`config.mk`:
```
export PLATFORM = sky130hd
export DESIGN_NAME = tiru_top
export DESIGN_NICKNAME = d
export VERILOG_FILES = /design/src/verilog/tiru_pkg.sv /design/src/verilog/tiru_det_if.sv /design/src/verilog/tiru_top.sv /design/src/verilog/tiru_detect.sv
export VERILOG_INCLUDE_DIRS = /design/src /design/src/verilog
export SDC_FILE = /design/constraint.sdc
export NUM_CORES = 1
export LEC_CHECK = 0
export BUFFER_PORTS_ARGS = -buffer_cell sky130_fd_sc_hd__buf_2
export CAP_MARGIN = 10
export CELL_PAD_IN_SITES_DETAIL_PLACEMENT = 1
export CELL_PAD_IN_SITES_GLOBAL_PLACEMENT = 1
export CORE_MARGIN = 5
export CORE_UTILIZATION = 35
export CTS_CLUSTER_SIZE = 24
export DETAILED_ROUTE_END_ITERATION = 8
export PLACE_DENSITY_LB_ADDON = 0.05
export SKIP_LAST_GASP = 1
export SYNTH_ARGS = -nofsm -noshare
export SYNTH_HDL_FRONTEND = slang
export SYNTH_HIERARCHICAL = 1
export SYNTH_SLANG_ARGS = --single-unit
```
`constraint.sdc`:
```
create_clock -name mclk -period 8.6 [get_ports mclk]
set_input_delay 0.43 -clock mclk [delete_from_list [all_inputs] [get_ports mclk]]
set_output_delay 0.43 -clock mclk [all_outputs]
set_load 0.005 [all_outputs]
```
`src/verilog/tiru_regs.svh`:
```
// Register offsets, reset values and filter counts of the trigger input response unit
`ifndef TIRU_REGS_SVH
`define TIRU_REGS_SVH

`define TIRU_ADDR_W          12
`define TIRU_OFF_LINE_CFG0   12'h000
`define TIRU_OFF_CHAN_CTRL   12'h020
`define TIRU_OFF_CHAN_MODE   12'h024
`define TIRU_OFF_LINE_STAT   12'h028

`define TIRU_CFG_W           14
`define TIRU_CFG_RST         14'h0000
`define TIRU_CHAN_CTRL_RST   4'h0
`define TIRU_CHAN_MODE_RST   8'h00
`define TIRU_PAIR_RST        2'h0

`define TIRU_STAT_LEVEL_LSB  0
`define TIRU_STAT_FIRED_LSB  8
`define TIRU_MODE_PAIR_LSB   8

`define TIRU_FILT_W          5
`define TIRU_FILT_LOW        5'h10
`define TIRU_FILT_MID        5'h04
`define TIRU_FILT_HIGH       5'h01

`endif

```
`src/verilog/tiru_pkg.sv`:
```
// Types of the trigger input response unit
`default_nettype none

package tiru_pkg;

    typedef enum logic [2:0] {
        TYPE_RISE,
        TYPE_FALL,
        TYPE_HIGH,
        TYPE_LOW,
        TYPE_STATE
    } tiru_type_e;

    typedef enum logic [1:0] {
        SENS_LOW,
        SENS_MID,
        SENS_HIGH
    } tiru_sens_e;

    typedef enum logic [3:0] {
        RESP_SWITCH_ON,
        RESP_SWITCH_OFF,
        RESP_INVERT,
        RESP_POWER,
        RESP_LOAD_CONSTANT_VOLTAGE,
        RESP_LOAD_CONSTANT_CURRENT,
        RESP_LOAD_CONSTANT_RESISTANCE,
        RESP_PAIR_INDEPENDENT,
        RESP_PAIR_SERIES,
        RESP_PAIR_PARALLEL
    } tiru_resp_e;

    typedef enum logic [1:0] {
        MODE_POWER,
        MODE_LOAD_CONSTANT_VOLTAGE,
        MODE_LOAD_CONSTANT_CURRENT,
        MODE_LOAD_CONSTANT_RESISTANCE
    } tiru_mode_e;

    typedef enum logic [1:0] {
        PAIR_INDEPENDENT,
        PAIR_SERIES,
        PAIR_PARALLEL
    } tiru_pair_e;

    typedef struct packed {
        tiru_resp_e resp;
        logic [3:0] chans;
        tiru_sens_e sens;
        tiru_type_e ttype;
        logic       en;
    } tiru_line_cfg_s;

endpackage

`default_nettype wire

```
`src/verilog/tiru_det_if.sv`:
```
// Link between the control core and one line detector
`timescale 1ns/1ns
`default_nettype none

interface tiru_det_if;
    import tiru_pkg::*;
    logic       en;
    tiru_type_e ttype;
    tiru_sens_e sens;
    logic       fire;
    logic       level;

    modport det
    (
        input  en,
        input  ttype,
        input  sens,
        output fire,
        output level
    );

    modport ctl
    (
        output en,
        output ttype,
        output sens,
        input  fire,
        input  level
    );
endinterface

`default_nettype wire

```
`src/verilog/tiru_top.sv`:
```
// Trigger input response unit: APB registers, five line detectors and channel response logic
//
// Local design decisions: the register offsets and register access over APB.
`timescale 1ns/1ns
`default_nettype none
`include "tiru_regs.svh"

module tiru_top
    import tiru_pkg::*;
#(
    parameter int NUM_LINES = 5,
    parameter int NUM_CHANS = 4
)
(
    // Clock and reset
    input  wire logic                   mclk,
    input  wire logic                   rst,
    // APB slave
    input  wire logic                   psel,
    input  wire logic                   penable,
    input  wire logic                   pwrite,
    input  wire logic [`TIRU_ADDR_W-1:0] paddr,
    input  wire logic [31:0]            pwdata,
    output logic [31:0]                 prdata,
    output logic                        pready,
    output logic                        pslverr,
    // Trigger lines
    input  wire logic                   trigger_line_0,
    input  wire logic                   trigger_line_1,
    input  wire logic                   trigger_line_2,
    input  wire logic                   trigger_line_3,
    input  wire logic                   trigger_line_4,
    // Channel on/off
    output logic                        output_channel_a_on,
    output logic                        output_channel_b_on,
    output logic                        output_channel_c_on,
    output logic                        output_channel_d_on,
    // Channel operating modes
    output tiru_mode_e                  output_channel_a_mode,
    output tiru_mode_e                  output_channel_b_mode,
    output tiru_mode_e                  output_channel_c_mode,
    output tiru_mode_e                  output_channel_d_mode,
    output tiru_pair_e                  pair_mode
);

    localparam int LIDX_W = 3;

    // Register state
    tiru_line_cfg_s           line_cfg_q [NUM_LINES];
    logic [NUM_CHANS-1:0]     chan_on_q;
    logic [NUM_CHANS-1:0]     chan_on_d;
    tiru_mode_e               chan_mode_q [NUM_CHANS];
    tiru_mode_e               chan_mode_d [NUM_CHANS];
    tiru_pair_e               pair_q;
    tiru_pair_e               pair_d;
    logic [NUM_LINES-1:0]     fired_q;
    logic [NUM_LINES-1:0]     fired_d;
    logic [31:0]              prdata_q;
    logic                     pslverr_q;

    // Detector results
    logic [NUM_LINES-1:0]     fire_w;
    logic [NUM_LINES-1:0]     level_w;
    logic [NUM_LINES-1:0]     line_w;

    // Bus decode
    logic                     setup_w;
    logic                     wr_w;
    logic [LIDX_W-1:0]        line_idx_w;
    logic                     sel_line_w;
    logic                     sel_ctrl_w;
    logic                     sel_mode_w;
    logic                     sel_stat_w;
    logic                     mapped_w;
    logic [31:0]              line_rd_w;
    logic [31:0]              ctrl_rd_w;
    logic [31:0]              mode_rd_w;
    logic [31:0]              stat_rd_w;
    logic [31:0]              rd_w;
    logic [2*NUM_CHANS-1:0]   mode_flat_w;
    tiru_line_cfg_s           wr_cfg_w;

    assign line_w = {trigger_line_4, trigger_line_3, trigger_line_2, trigger_line_1, trigger_line_0};

    assign setup_w    = psel & ~penable;
    assign wr_w       = psel & penable & pwrite;
    assign line_idx_w = paddr[LIDX_W+1:2];
    assign sel_line_w = (paddr[`TIRU_ADDR_W-1:LIDX_W+2] == '0) && (paddr[1:0] == 2'h0)
                        && (32'(line_idx_w) < NUM_LINES);
    assign sel_ctrl_w = (paddr == `TIRU_OFF_CHAN_CTRL);
    assign sel_mode_w = (paddr == `TIRU_OFF_CHAN_MODE);
    assign sel_stat_w = (paddr == `TIRU_OFF_LINE_STAT);
    assign mapped_w   = sel_line_w | sel_ctrl_w | sel_mode_w | sel_stat_w;
    assign wr_cfg_w   = tiru_line_cfg_s'(pwdata[`TIRU_CFG_W-1:0]);

    // Per-line detectors
    generate
        for (genvar g = 0; g < NUM_LINES; g++)
        begin : g_line
            tiru_det_if u_if ();

            assign u_if.en    = line_cfg_q[g].en;
            assign u_if.ttype = line_cfg_q[g].ttype;
            assign u_if.sens  = line_cfg_q[g].sens;
            assign fire_w[g]  = u_if.fire;
            assign level_w[g] = u_if.level;

            tiru_detect u_det
            (
                .mclk    (mclk),
                .rst     (rst),
                .line_in (line_w[g]),
                .det     (u_if.det)
            );
        end
        for (genvar c = 0; c < NUM_CHANS; c++)
        begin : g_flat
            assign mode_flat_w[2*c+1:2*c] = chan_mode_q[c];
        end
    endgenerate

    // Read data sources
    assign line_rd_w = sel_line_w ? 32'(line_cfg_q[line_idx_w]) : 32'h0;
    assign ctrl_rd_w = 32'(chan_on_q);
    assign mode_rd_w = 32'(mode_flat_w) | (32'(pair_q) << `TIRU_MODE_PAIR_LSB);
    assign stat_rd_w = (32'(level_w) << `TIRU_STAT_LEVEL_LSB) | (32'(fired_q) << `TIRU_STAT_FIRED_LSB);
    assign rd_w      = sel_line_w ? line_rd_w :
                       sel_ctrl_w ? ctrl_rd_w :
                       sel_mode_w ? mode_rd_w :
                       sel_stat_w ? stat_rd_w : 32'h0;

    // Channel state: software write first, then line responses in line order
    always_comb
    begin
        chan_on_d = chan_on_q;
        pair_d    = pair_q;
        for (int c = 0; c < NUM_CHANS; c++)
            chan_mode_d[c] = chan_mode_q[c];
        if (wr_w && sel_ctrl_w)
            chan_on_d = pwdata[NUM_CHANS-1:0];
        if (wr_w && sel_mode_w)
        begin
            for (int c = 0; c < NUM_CHANS; c++)
                chan_mode_d[c] = tiru_mode_e'(pwdata[2*c +: 2]);
            pair_d = tiru_pair_e'(pwdata[`TIRU_MODE_PAIR_LSB +: 2]);
        end
        for (int i = 0; i < NUM_LINES; i++)
        begin
            if (fire_w[i])
            begin
                unique case (line_cfg_q[i].resp)
                    RESP_SWITCH_ON:
                        chan_on_d = chan_on_d | line_cfg_q[i].chans;
                    RESP_SWITCH_OFF:
                        chan_on_d = chan_on_d & ~line_cfg_q[i].chans;
                    RESP_INVERT:
                        chan_on_d = chan_on_d ^ line_cfg_q[i].chans;
                    RESP_POWER:
                        for (int c = 0; c < NUM_CHANS; c++)
                            if (line_cfg_q[i].chans[c])
                                chan_mode_d[c] = MODE_POWER;
                    RESP_LOAD_CONSTANT_VOLTAGE:
                        for (int c = 0; c < NUM_CHANS; c++)
                            if (line_cfg_q[i].chans[c])
                                chan_mode_d[c] = MODE_LOAD_CONSTANT_VOLTAGE;
                    RESP_LOAD_CONSTANT_CURRENT:
                        for (int c = 0; c < NUM_CHANS; c++)
                            if (line_cfg_q[i].chans[c])
                                chan_mode_d[c] = MODE_LOAD_CONSTANT_CURRENT;
                    RESP_LOAD_CONSTANT_RESISTANCE:
                        for (int c = 0; c < NUM_CHANS; c++)
                            if (line_cfg_q[i].chans[c])
                                chan_mode_d[c] = MODE_LOAD_CONSTANT_RESISTANCE;
                    RESP_PAIR_INDEPENDENT:
                        pair_d = PAIR_INDEPENDENT;
                    RESP_PAIR_SERIES:
                        pair_d = PAIR_SERIES;
                    RESP_PAIR_PARALLEL:
                        pair_d = PAIR_PARALLEL;
                    default:
                        chan_on_d = chan_on_d;
                endcase
            end
        end
    end

    // Sticky fired flags, write one to clear, new event wins
    assign fired_d = (fired_q & ~((wr_w && sel_stat_w) ? pwdata[`TIRU_STAT_FIRED_LSB +: NUM_LINES]
                                                       : {NUM_LINES{1'b0}})) | fire_w;

    // Line configuration registers
    always_ff @(posedge mclk)
    begin
        for (int i = 0; i < NUM_LINES; i++)
        begin
            if (rst)
                line_cfg_q[i] <= tiru_line_cfg_s'(`TIRU_CFG_RST);
            else if (wr_w && sel_line_w && (32'(line_idx_w) == i))
                line_cfg_q[i] <= wr_cfg_w;
        end
    end

    // Channel state registers
    always_ff @(posedge mclk)
    begin
        if (rst)
        begin
            chan_on_q <= `TIRU_CHAN_CTRL_RST;
            pair_q    <= tiru_pair_e'(`TIRU_PAIR_RST);
            fired_q   <= '0;
            for (int c = 0; c < NUM_CHANS; c++)
                chan_mode_q[c] <= tiru_mode_e'(2'h0);
        end
        else
        begin
            chan_on_q <= chan_on_d;
            pair_q    <= pair_d;
            fired_q   <= fired_d;
            for (int c = 0; c < NUM_CHANS; c++)
                chan_mode_q[c] <= chan_mode_d[c];
        end
    end

    // Read data captured in the setup cycle
    always_ff @(posedge mclk)
    begin
        if (rst)
        begin
            prdata_q  <= 32'h0;
            pslverr_q <= 1'b0;
        end
        else if (setup_w)
        begin
            prdata_q  <= pwrite ? 32'h0 : rd_w;
            pslverr_q <= ~mapped_w;
        end
    end

    assign prdata  = prdata_q;
    assign pslverr = pslverr_q & psel & penable;
    assign pready  = 1'b1;

    assign output_channel_a_on   = chan_on_q[0];
    assign output_channel_b_on   = chan_on_q[1];
    assign output_channel_c_on   = chan_on_q[2];
    assign output_channel_d_on   = chan_on_q[3];
    assign output_channel_a_mode = chan_mode_q[0];
    assign output_channel_b_mode = chan_mode_q[1];
    assign output_channel_c_mode = chan_mode_q[2];
    assign output_channel_d_mode = chan_mode_q[3];
    assign pair_mode             = pair_q;

endmodule // tiru_top

`default_nettype wire

```
`src/verilog/tiru_detect.sv`:
```
// Synchroniser, sensitivity filter and condition detector for one trigger line
`timescale 1ns/1ns
`default_nettype none
`include "tiru_regs.svh"

module tiru_detect
    import tiru_pkg::*;
(
    // Clock and reset
    input  wire logic mclk,
    input  wire logic rst,
    // Raw line
    input  wire logic line_in,
    // Core side
    tiru_det_if.det   det
);

    logic                   sync1_q;
    logic                   sync2_q;
    logic                   filt_q;
    logic                   filt_d;
    logic                   prev_q;
    logic                   cond_prev_q;
    logic [`TIRU_FILT_W-1:0] cnt_q;
    logic [`TIRU_FILT_W-1:0] cnt_d;
    logic [`TIRU_FILT_W-1:0] need_w;
    logic                   rise_w;
    logic                   fall_w;
    logic                   cond_w;
    logic                   is_edge_w;

    // Stable samples needed per grade
    assign need_w = (det.sens == SENS_LOW) ? `TIRU_FILT_LOW :
                    (det.sens == SENS_MID) ? `TIRU_FILT_MID : `TIRU_FILT_HIGH;

    always_comb
    begin
        filt_d = filt_q;
        cnt_d  = '0;
        if (sync2_q != filt_q)
        begin
            if (cnt_q + 1'b1 >= need_w)
                filt_d = sync2_q;
            else
                cnt_d = cnt_q + 1'b1;
        end
    end

    assign rise_w = filt_q & ~prev_q;
    assign fall_w = ~filt_q & prev_q;

    // Condition per detection type
    always_comb
    begin
        cond_w    = 1'b0;
        is_edge_w = 1'b1;
        unique case (det.ttype)
            TYPE_RISE:  cond_w = rise_w;
            TYPE_FALL:  cond_w = fall_w;
            TYPE_HIGH:
            begin
                cond_w    = filt_q;
                is_edge_w = 1'b0;
            end
            TYPE_LOW:
            begin
                cond_w    = ~filt_q;
                is_edge_w = 1'b0;
            end
            TYPE_STATE: cond_w = rise_w | fall_w;
            default:    cond_w = 1'b0;
        endcase
    end

    // One pulse per edge, one on entry into a level
    assign det.fire  = det.en & cond_w & (is_edge_w | ~cond_prev_q);
    assign det.level = filt_q;

    always_ff @(posedge mclk)
    begin
        if (rst)
        begin
            sync1_q     <= 1'b0;
            sync2_q     <= 1'b0;
            filt_q      <= 1'b0;
            prev_q      <= 1'b0;
            cond_prev_q <= 1'b0;
            cnt_q       <= '0;
        end
        else
        begin
            sync1_q     <= line_in;
            sync2_q     <= sync1_q;
            filt_q      <= filt_d;
            prev_q      <= filt_q;
            cond_prev_q <= det.en & cond_w;
            cnt_q       <= cnt_d;
        end
    end

endmodule // tiru_detect

`default_nettype wire

```
==> impl_metrics.py, run 1 <==
metrics = {
    "timing": {
        "fin_crit_sh_pct": 81.8,
        "rsz0062_at_grt": "false",
        "skew_ps": 15.2,
        "hold_viol": 0,
        "fmax_ghz": 0.142,
        "fin_hold_ws_ps": 201,
        "slew_headroom_pct": 25.0,
        "tns_ps": 0,
        "fin_crit_ps": 7040,
        "setup-violations-final": 0,
        "worstMarginPinSlew_ps": 1120,
        "maxSlewViolCount": 0,
        "final.setup.worst_slack_ps": 1560,
    },
    "logic_synthesis": {
        "ys_seq_elements": 154,
        "synth_ff_type": "dfxtp_1",
        "async_flop_share_pct": 0,
        "avgSynthCellArea_sq_um": 9.37,
        "synth-edff-count": 70,
        "synth_top_area_share_pct": 19.3,
        "netlist_top_cells_area": "edfxtp_1 (19%), dfxtp_1 (15%), ha_1 (8.1%)",
        "yosysWarnings": 6,
        "synth_xor_area_share_pct": 2.82,
        "synth_compound_area_share_pct": 16.6,
        "syn_area_sq_mm": 0.0109,
        "synth-simple-area-share_pct": 24.6,
        "synth-seq-area-share_pct": 34.8,
        "syn_inst": 1161,
        "synth_cell_type_count": 86,
        "yosysTopAreaCell": "edfxtp_1",
        "synthMuxAreaShare_pct": 7.20,
        "synth_top_family_by_area": "simple AND/OR/NAND/NOR gates",
        "synth_adder_area_share_pct": 8.05,
    },
    "critical_path": {
        "cpMaxStageDelayCell": "or4b_2",
        "cp-end-kind": "flop",
        "critPathMaxStageDelay_ps": 750,
        "worstPathRequired_ps": 8980,
        "crit_type": "in -> reg",
        "crit_path_start_kind": "input pin",
        "crit_fanout": 21,
        "crit_arrival_ps": 7410,
        "cp_common_cell": "ha_1",
    },
    "placement": {
        "port_buffers": 64,
        "place_hpwl_um": 28600,
        "dp_cells": 1569,
        "gp_congestion": 0.850,
        "pre_cts_slack_ps": 1120,
    },
    "clock_tree": {
        "ctsResizeCount": 0,
        "cts_tree": "done",
        "cts_buffer_depth": 2,
        "cts_setup_buffers": 0,
        "path_clk_slew_ps": 70,
        "ctsHtreeMaxLevel": 4,
        "cts_root_buf": "clkbuf_16",
        "clk-insertion-delay-late_ps": 450,
        "cts.sinks": 154,
        "postCtsHoldBufs": 0,
        "cts_buffers": 17,
    },
    "floorplanning": {
        "die-area_sq_mm": 0.0347,
        "io_pins": 102,
        "rows": 64,
        "die_w_um": 186,
        "start_util_pct": 35.5,
        "fp.dieH_um": 186,
        "fp.coreArea_sq_mm": 0.0307,
    },
    "job": {
        "cap_violations": 0,
    },
    "global_routing": {
        "grt_pass1_wl_um": 57300,
        "gr-usage-met2_pct": 34.2,
        "gr-max-usage-layer": "met2",
        "grt_pass1_vias": 9140,
        "grt-ovfl-total": 0,
        "grt.total_usage_pct": 22.0,
        "grt_max_degree": 41,
        "grt_use_met1_pct": 32.1,
        "grt_util_met3_pct": 3.44,
        "grt_antenna_before_repair": 6,
    },
    "drt": {
        "vias": 9061,
        "drc_errors": 0,
        "drtIter0Drc": 591,
        "drt-pass1-iter-count": 5,
        "routed_wl_um": 37700,
        "drtAntennaViolNets": 0,
        "routedWlPerCell_um": 23.6,
        "viasPerCell": 5.66,
    },
    "finish": {
        "layout-drive-gt1-share_pct": 14.4,
        "fill_cells": 3553,
        "finalNonFillerCells": 1601,
        "antennaDiodeCount": 0,
        "utilization_pct": 39.2,
        "fin_nets": 1316,
        "synthToLayoutAreaGrowth_pct": 10.5,
        "regArea_sq_mm": 0.00378,
        "layout_commonest_cell": "dfxtp_1",
        "layout_common_cells": "dfxtp_1 (84), nor2_1 (82), and2_1 (76), ha_1 (70), edfxtp_1 (70)",
        "multiInputGateArea_sq_mm": 0.00652,
    },
    "power": {
        "p_per_area_mw_per_mm2": 155,
        "ir_worst_vdd_v": 0.000144,
        "leakage_nw": 4.94,
    },
    "worst_hold_path": {
        "min_path_type": "in -> reg",
    },
    "outcome": {
        "status": "completed",
    },
}
-- sequential cells by signal, indices dropped and copies added (netlist names), 5 cells and up --
signal / flops
chan_mode_q: 8
g_line.u_det/prev_q: 5
prdata: 14
line_cfg_q: 70
g_line.u_det/cnt_q: 25
g_line.u_det/det.level: 5
fired_q: 5
g_line.u_det/sync1_q: 5
g_line.u_det/sync2_q: 5
g_line.u_det/cond_prev_q: 5
-- final cells by class --
class | instances | area share [%]
multi-input cells | 880 | 54.3
inverters | 67 | 2.09
clock inverters | 12 | 0.948
well taps | 396 | 4.12
clock buffers | 20 | 3.89
flip-flops and latches | 154 | 31.5
repair buffers | 72 | 3.17
-- power by group --
part	total [mW]	internal, mW	switching (mW)
clock	0.766	0.425	0.341
combinational	0.250	0.102	0.148
sequential	0.852	0.794	0.0581
total	1.87	1.32	0.547
-- worst paths after layout --
kind / start / to / slack (ps) / cells past startpoint
worst max-delay path: paddr[4] / chan_on_q[3]$_SDFF_PP0_ / 1560 / 30
worst min-delay path: trigger_line_1 / g_line[1].u_det/sync1_q$_SDFF_PP0_ / 200 / 2
worst max register to register: g_line[0].u_det/det.level$_SDFFE_PP0P_ / chan_on_q[0]$_SDFF_PP0_ / 1650 / 33
worst min register to register: g_line[2].u_det/sync1_q$_SDFF_PP0_ / g_line[2].u_det/sync2_q$_SDFF_PP0_ / 450 / 1
-- Yosys cell counts (13+ instances only) --
cell type	instances
dfxtp_1	84
nor2_1	82
and2_1	76
edfxtp_1	70
ha_1	70
inv_1	67
a21oi_1	58
nand2_1	49
clkbuf_1	48
nor2b_1	39
mux2i_1	31
nor3_1	27
o21ai_0	24
nand3_1	23
nand2b_1	22
nand3b_1	22
buf_4	19
xor2_1	18
and3_1	17
xnor2_1	17
a211oi_1	16
nor3b_1	15
mux4_2	14
o211ai_1	13
-- metal layers --
layer	vias to the layer above	share of wire, %
li1	4257	-
met1	4551	49
met2	226	44
met3	27	5.2
met4	0	1.5
met5	-	0
-- through the flow --
| stage | power [mW] | area (sq um) |
|---|---|---|
| 6_report | 1.87 | 12000 |
| 5_1_grt | 1.95 | 12000 |
| 4_1_cts | 1.89 | 12000 |
| 3_5_place_dp | 1.12 | 11400 |
| 3_3_place_gp | 1.11 | 11400 |
| 2_1_floorplan | 1.01 | 10900 |
-- cells by family (layout without fill, tap and decap cells) --
family,Yosys count,in the layout
xor gates and xnor gates,35,35
muxes,56,56
adders and majority gates,70,70
other,2,19
and+or+nand+nor,454,454
DFF,154,154
AOI/OAI and AO/OA,246,246
buffers and inverters,144,171
-- worst max-delay path, delay by kind of cell --
| family | cells | cell delay, ps |
|---|---|---|
| simple gates | 6 | 1690 |
| fa+ha+maj | 5 | 1020 |
| compound gates | 15 | 3680 |
| buf+inv | 4 | 550 |
Note: power is estimated with default switching activity, not from simulation.
==> run 2: changes to the inputs <==
==> constraint.sdc (replaced) <==
create_clock -name mclk -period 5.99 [get_ports mclk]
set_input_delay 0.2995 -clock mclk [delete_from_list [all_inputs] [get_ports mclk]]
set_output_delay 0.2995 -clock mclk [all_outputs]
set_load 0.005 [all_outputs]
==> run 2 against run 1 <==
Against the previous run:
- sequential power grew 43%
- core utilization grew 2.8 points
- hold slack lost 140 ps
- via count grew 3.9%
- register-to-register slack lost 1500 ps
- critical path depth grew 3
- final cell count grew 4.9%
- clock power grew 46%
- clock skew shrank 2.4 ps
- flip-flop and latch count is the same
- critical path type unchanged
- largest cell class unchanged
- highest routed layer unchanged
==> impl_metrics.py, run 2 (same netlist as run 1, synthesis figures left out) <==
metrics = {
    "finish": {
        "fill_cells": 3523,
        "multiInputGateArea_sq_mm": 0.00677,
        "top_register": "line_cfg_q",
        "layout_commonest_cell": "buf_4",
        "fin_nets": 1393,
        "layout-drive-gt1-share_pct": 22.9,
        "largest_register_ffs": 70,
        "synthToLayoutAreaGrowth_pct": 18.3,
        "finalNonFillerCells": 1679,
        "layout_common_cells": "buf_4 (84), dfxtp_1 (83), nor2_1 (79), and2_1 (74), edfxtp_1 (70)",
        "regArea_sq_mm": 0.00378,
    },
    "drt": {
        "drtAntennaViolNets": 0,
        "routed_wl_um": 39200,
        "drtIter0Drc": 649,
        "vias": 9414,
        "drc_errors": 0,
        "viasPerCell": 5.61,
        "drt-pass1-iter-count": 5,
        "routedWlPerCell_um": 23.3,
    },
    "floorplanning": {
        "die-area_sq_mm": 0.0347,
        "fp.dieH_um": 186,
        "die_w_um": 186,
        "rows": 64,
        "io_pins": 102,
        "start_util_pct": 35.5,
        "fp.coreArea_sq_mm": 0.0307,
    },
    "worst_hold_path": {
        "min_path_type": "in -> reg",
        "hold_depth": 2,
        "min_to": "g_line[0].u_det/sync1_q$_SDFF_PP0_",
        "hold_start": "trigger_line_0",
    },
    "clock_tree": {
        "path_clk_slew_ps": 70,
        "postCtsHoldBufs": 0,
        "cts.sinks": 154,
        "cts_root_buf": "clkbuf_16",
        "clk-insertion-delay-late_ps": 450,
        "cts_buffer_depth": 2,
        "cts_tree": "done",
        "cts_buffers": 17,
        "ctsHtreeMaxLevel": 4,
    },
    "critical_path": {
        "r2r_start": "g_line[0].u_det/det.level$_SDFFE_PP0P_",
        "critPathMaxStageDelay_ps": 580,
        "crit_arrival_ps": 6310,
        "worstPathRequired_ps": 6370,
        "cp-end-kind": "flop",
        "critical_path.startpoint": "paddr[9]",
        "cpMaxStageDelayCell": "or4_4",
        "reg2reg_to": "chan_on_q[1]$_SDFF_PP0_",
        "crit_fanout": 3,
        "crit_type": "in -> reg",
        "crit_path_start_kind": "input pin",
        "r2r_cells": 36,
        "cp_common_cell": "ha_1",
        "reg2reg_slack_ps": 140,
    },
    "timing": {
        "maxSlewViolCount": 0,
        "fin_crit_ps": 5940,
        "fmax_ghz": 0.168,
        "slew_headroom_pct": 29.4,
        "tns_ps": 0,
        "skew_ps": 12.8,
        "hold_viol": 0,
        "setup-violations-final": 0,
        "rsz0062_at_grt": "true",
        "worstMarginPinSlew_ps": 1040,
        "fin_crit_sh_pct": 99.1,
    },
    "global_routing": {
        "grt_max_degree": 40,
        "grt-ovfl-total": 0,
        "grt_pass1_wl_um": 58600,
        "grt_antenna_before_repair": 4,
        "grt.total_usage_pct": 22.7,
        "grt_pass1_vias": 9453,
    },
    "power": {
        "p_per_area_mw_per_mm2": 215,
        "combinationalPowerShare_pct": 15.5,
        "p_switching_mw": 0.819,
        "p_sw_share_pct": 29.6,
        "clock_power_share_pct": 40.4,
        "ir_worst_vdd_v": 0.000196,
        "leakage_nw": 5.38,
        "p_seq_share_pct": 44.1,
        "intPower_mw": 1.95,
    },
    "placement": {
        "port_buffers": 64,
        "gp_congestion": 0.879,
        "dp_cells": 1636,
        "place_hpwl_um": 29900,
    },
    "outcome": {
        "status": "completed",
    },
    "job": {
        "cap_violations": 0,
    },
}
[run 2: stage by stage]
stage	total power, mW	setup slack [ps]	instance area, sq um	hold slack [ps]	util (%)
final	2.77	54.9	12900	65.5	41.9
after floorplan	1.46	67.9	10900	371	-
after global placement	1.64	-552	11900	428	38.9
after detailed placement	1.64	-680	11900	437	38.9
after global routing	2.91	-308	12900	65.1	41.9
after CTS	2.78	2.31	12600	34.9	41.0
[run 2: area by class of cell]
cell class | instances | share of cell area [%]
clock buffer | 19 | 3.61
multi-input combinational | 880 | 52.6
antenna | 1 | 0.0195
clock inverter | 13 | 1.02
tap | 396 | 3.85
timing repair buffer | 149 | 7.48
inverter | 67 | 1.96
sequential | 154 | 29.4
[run 2: metal layers]
metal	part of all wire [%]	global-route usage, %	up-vias
met5	0	0	-
met2	44	35.1	259
met4	2.5	7.11	0
li1	-	-	4418
met1	48	32.2	4693
met3	5.3	4.10	44
[run 2: worst max-delay path by stage]
stage | endpoint | cells after the start
2_1_floorplan | chan_on_q[3]$_SDFF_PP0_ | 30
3_3_place_gp | chan_on_q[3]$_SDFF_PP0_ | 31
3_5_place_dp | chan_on_q[3]$_SDFF_PP0_ | 31
4_1_cts | chan_on_q[3]$_SDFF_PP0_ | 31
5_1_grt | chan_on_q[1]$_SDFF_PP0_ | 33
6_report | chan_on_q[1]$_SDFF_PP0_ | 33
[run 2: what timing repair did]
action | CTS | global route
resized for setup | 10 | 42
endpoints found under the setup margin | 4 | 4
pin swaps | 2 | 24
setup buffers | 2 | 8
[run 2: critical path, delay by kind of cell]
family	cells	cell delay (ps)
adder cells (fa/ha/maj)	5	1030
buffers and inverters	6	770
AND/OR/NAND/NOR	8	1680
AO/OA/AOI/OAI	13	2180
multiplexers	1	340
[run 2: power by group through the flow]
stage                     logic, mW  registers [mW]  clock network [mW]
after global placement        0.399            1.24                   0
final                         0.430            1.22                1.12
after detailed placement      0.403            1.24                   0
after floorplan               0.266            1.19                   0
after global routing          0.472            1.23                1.21
after CTS                     0.410            1.22                1.16
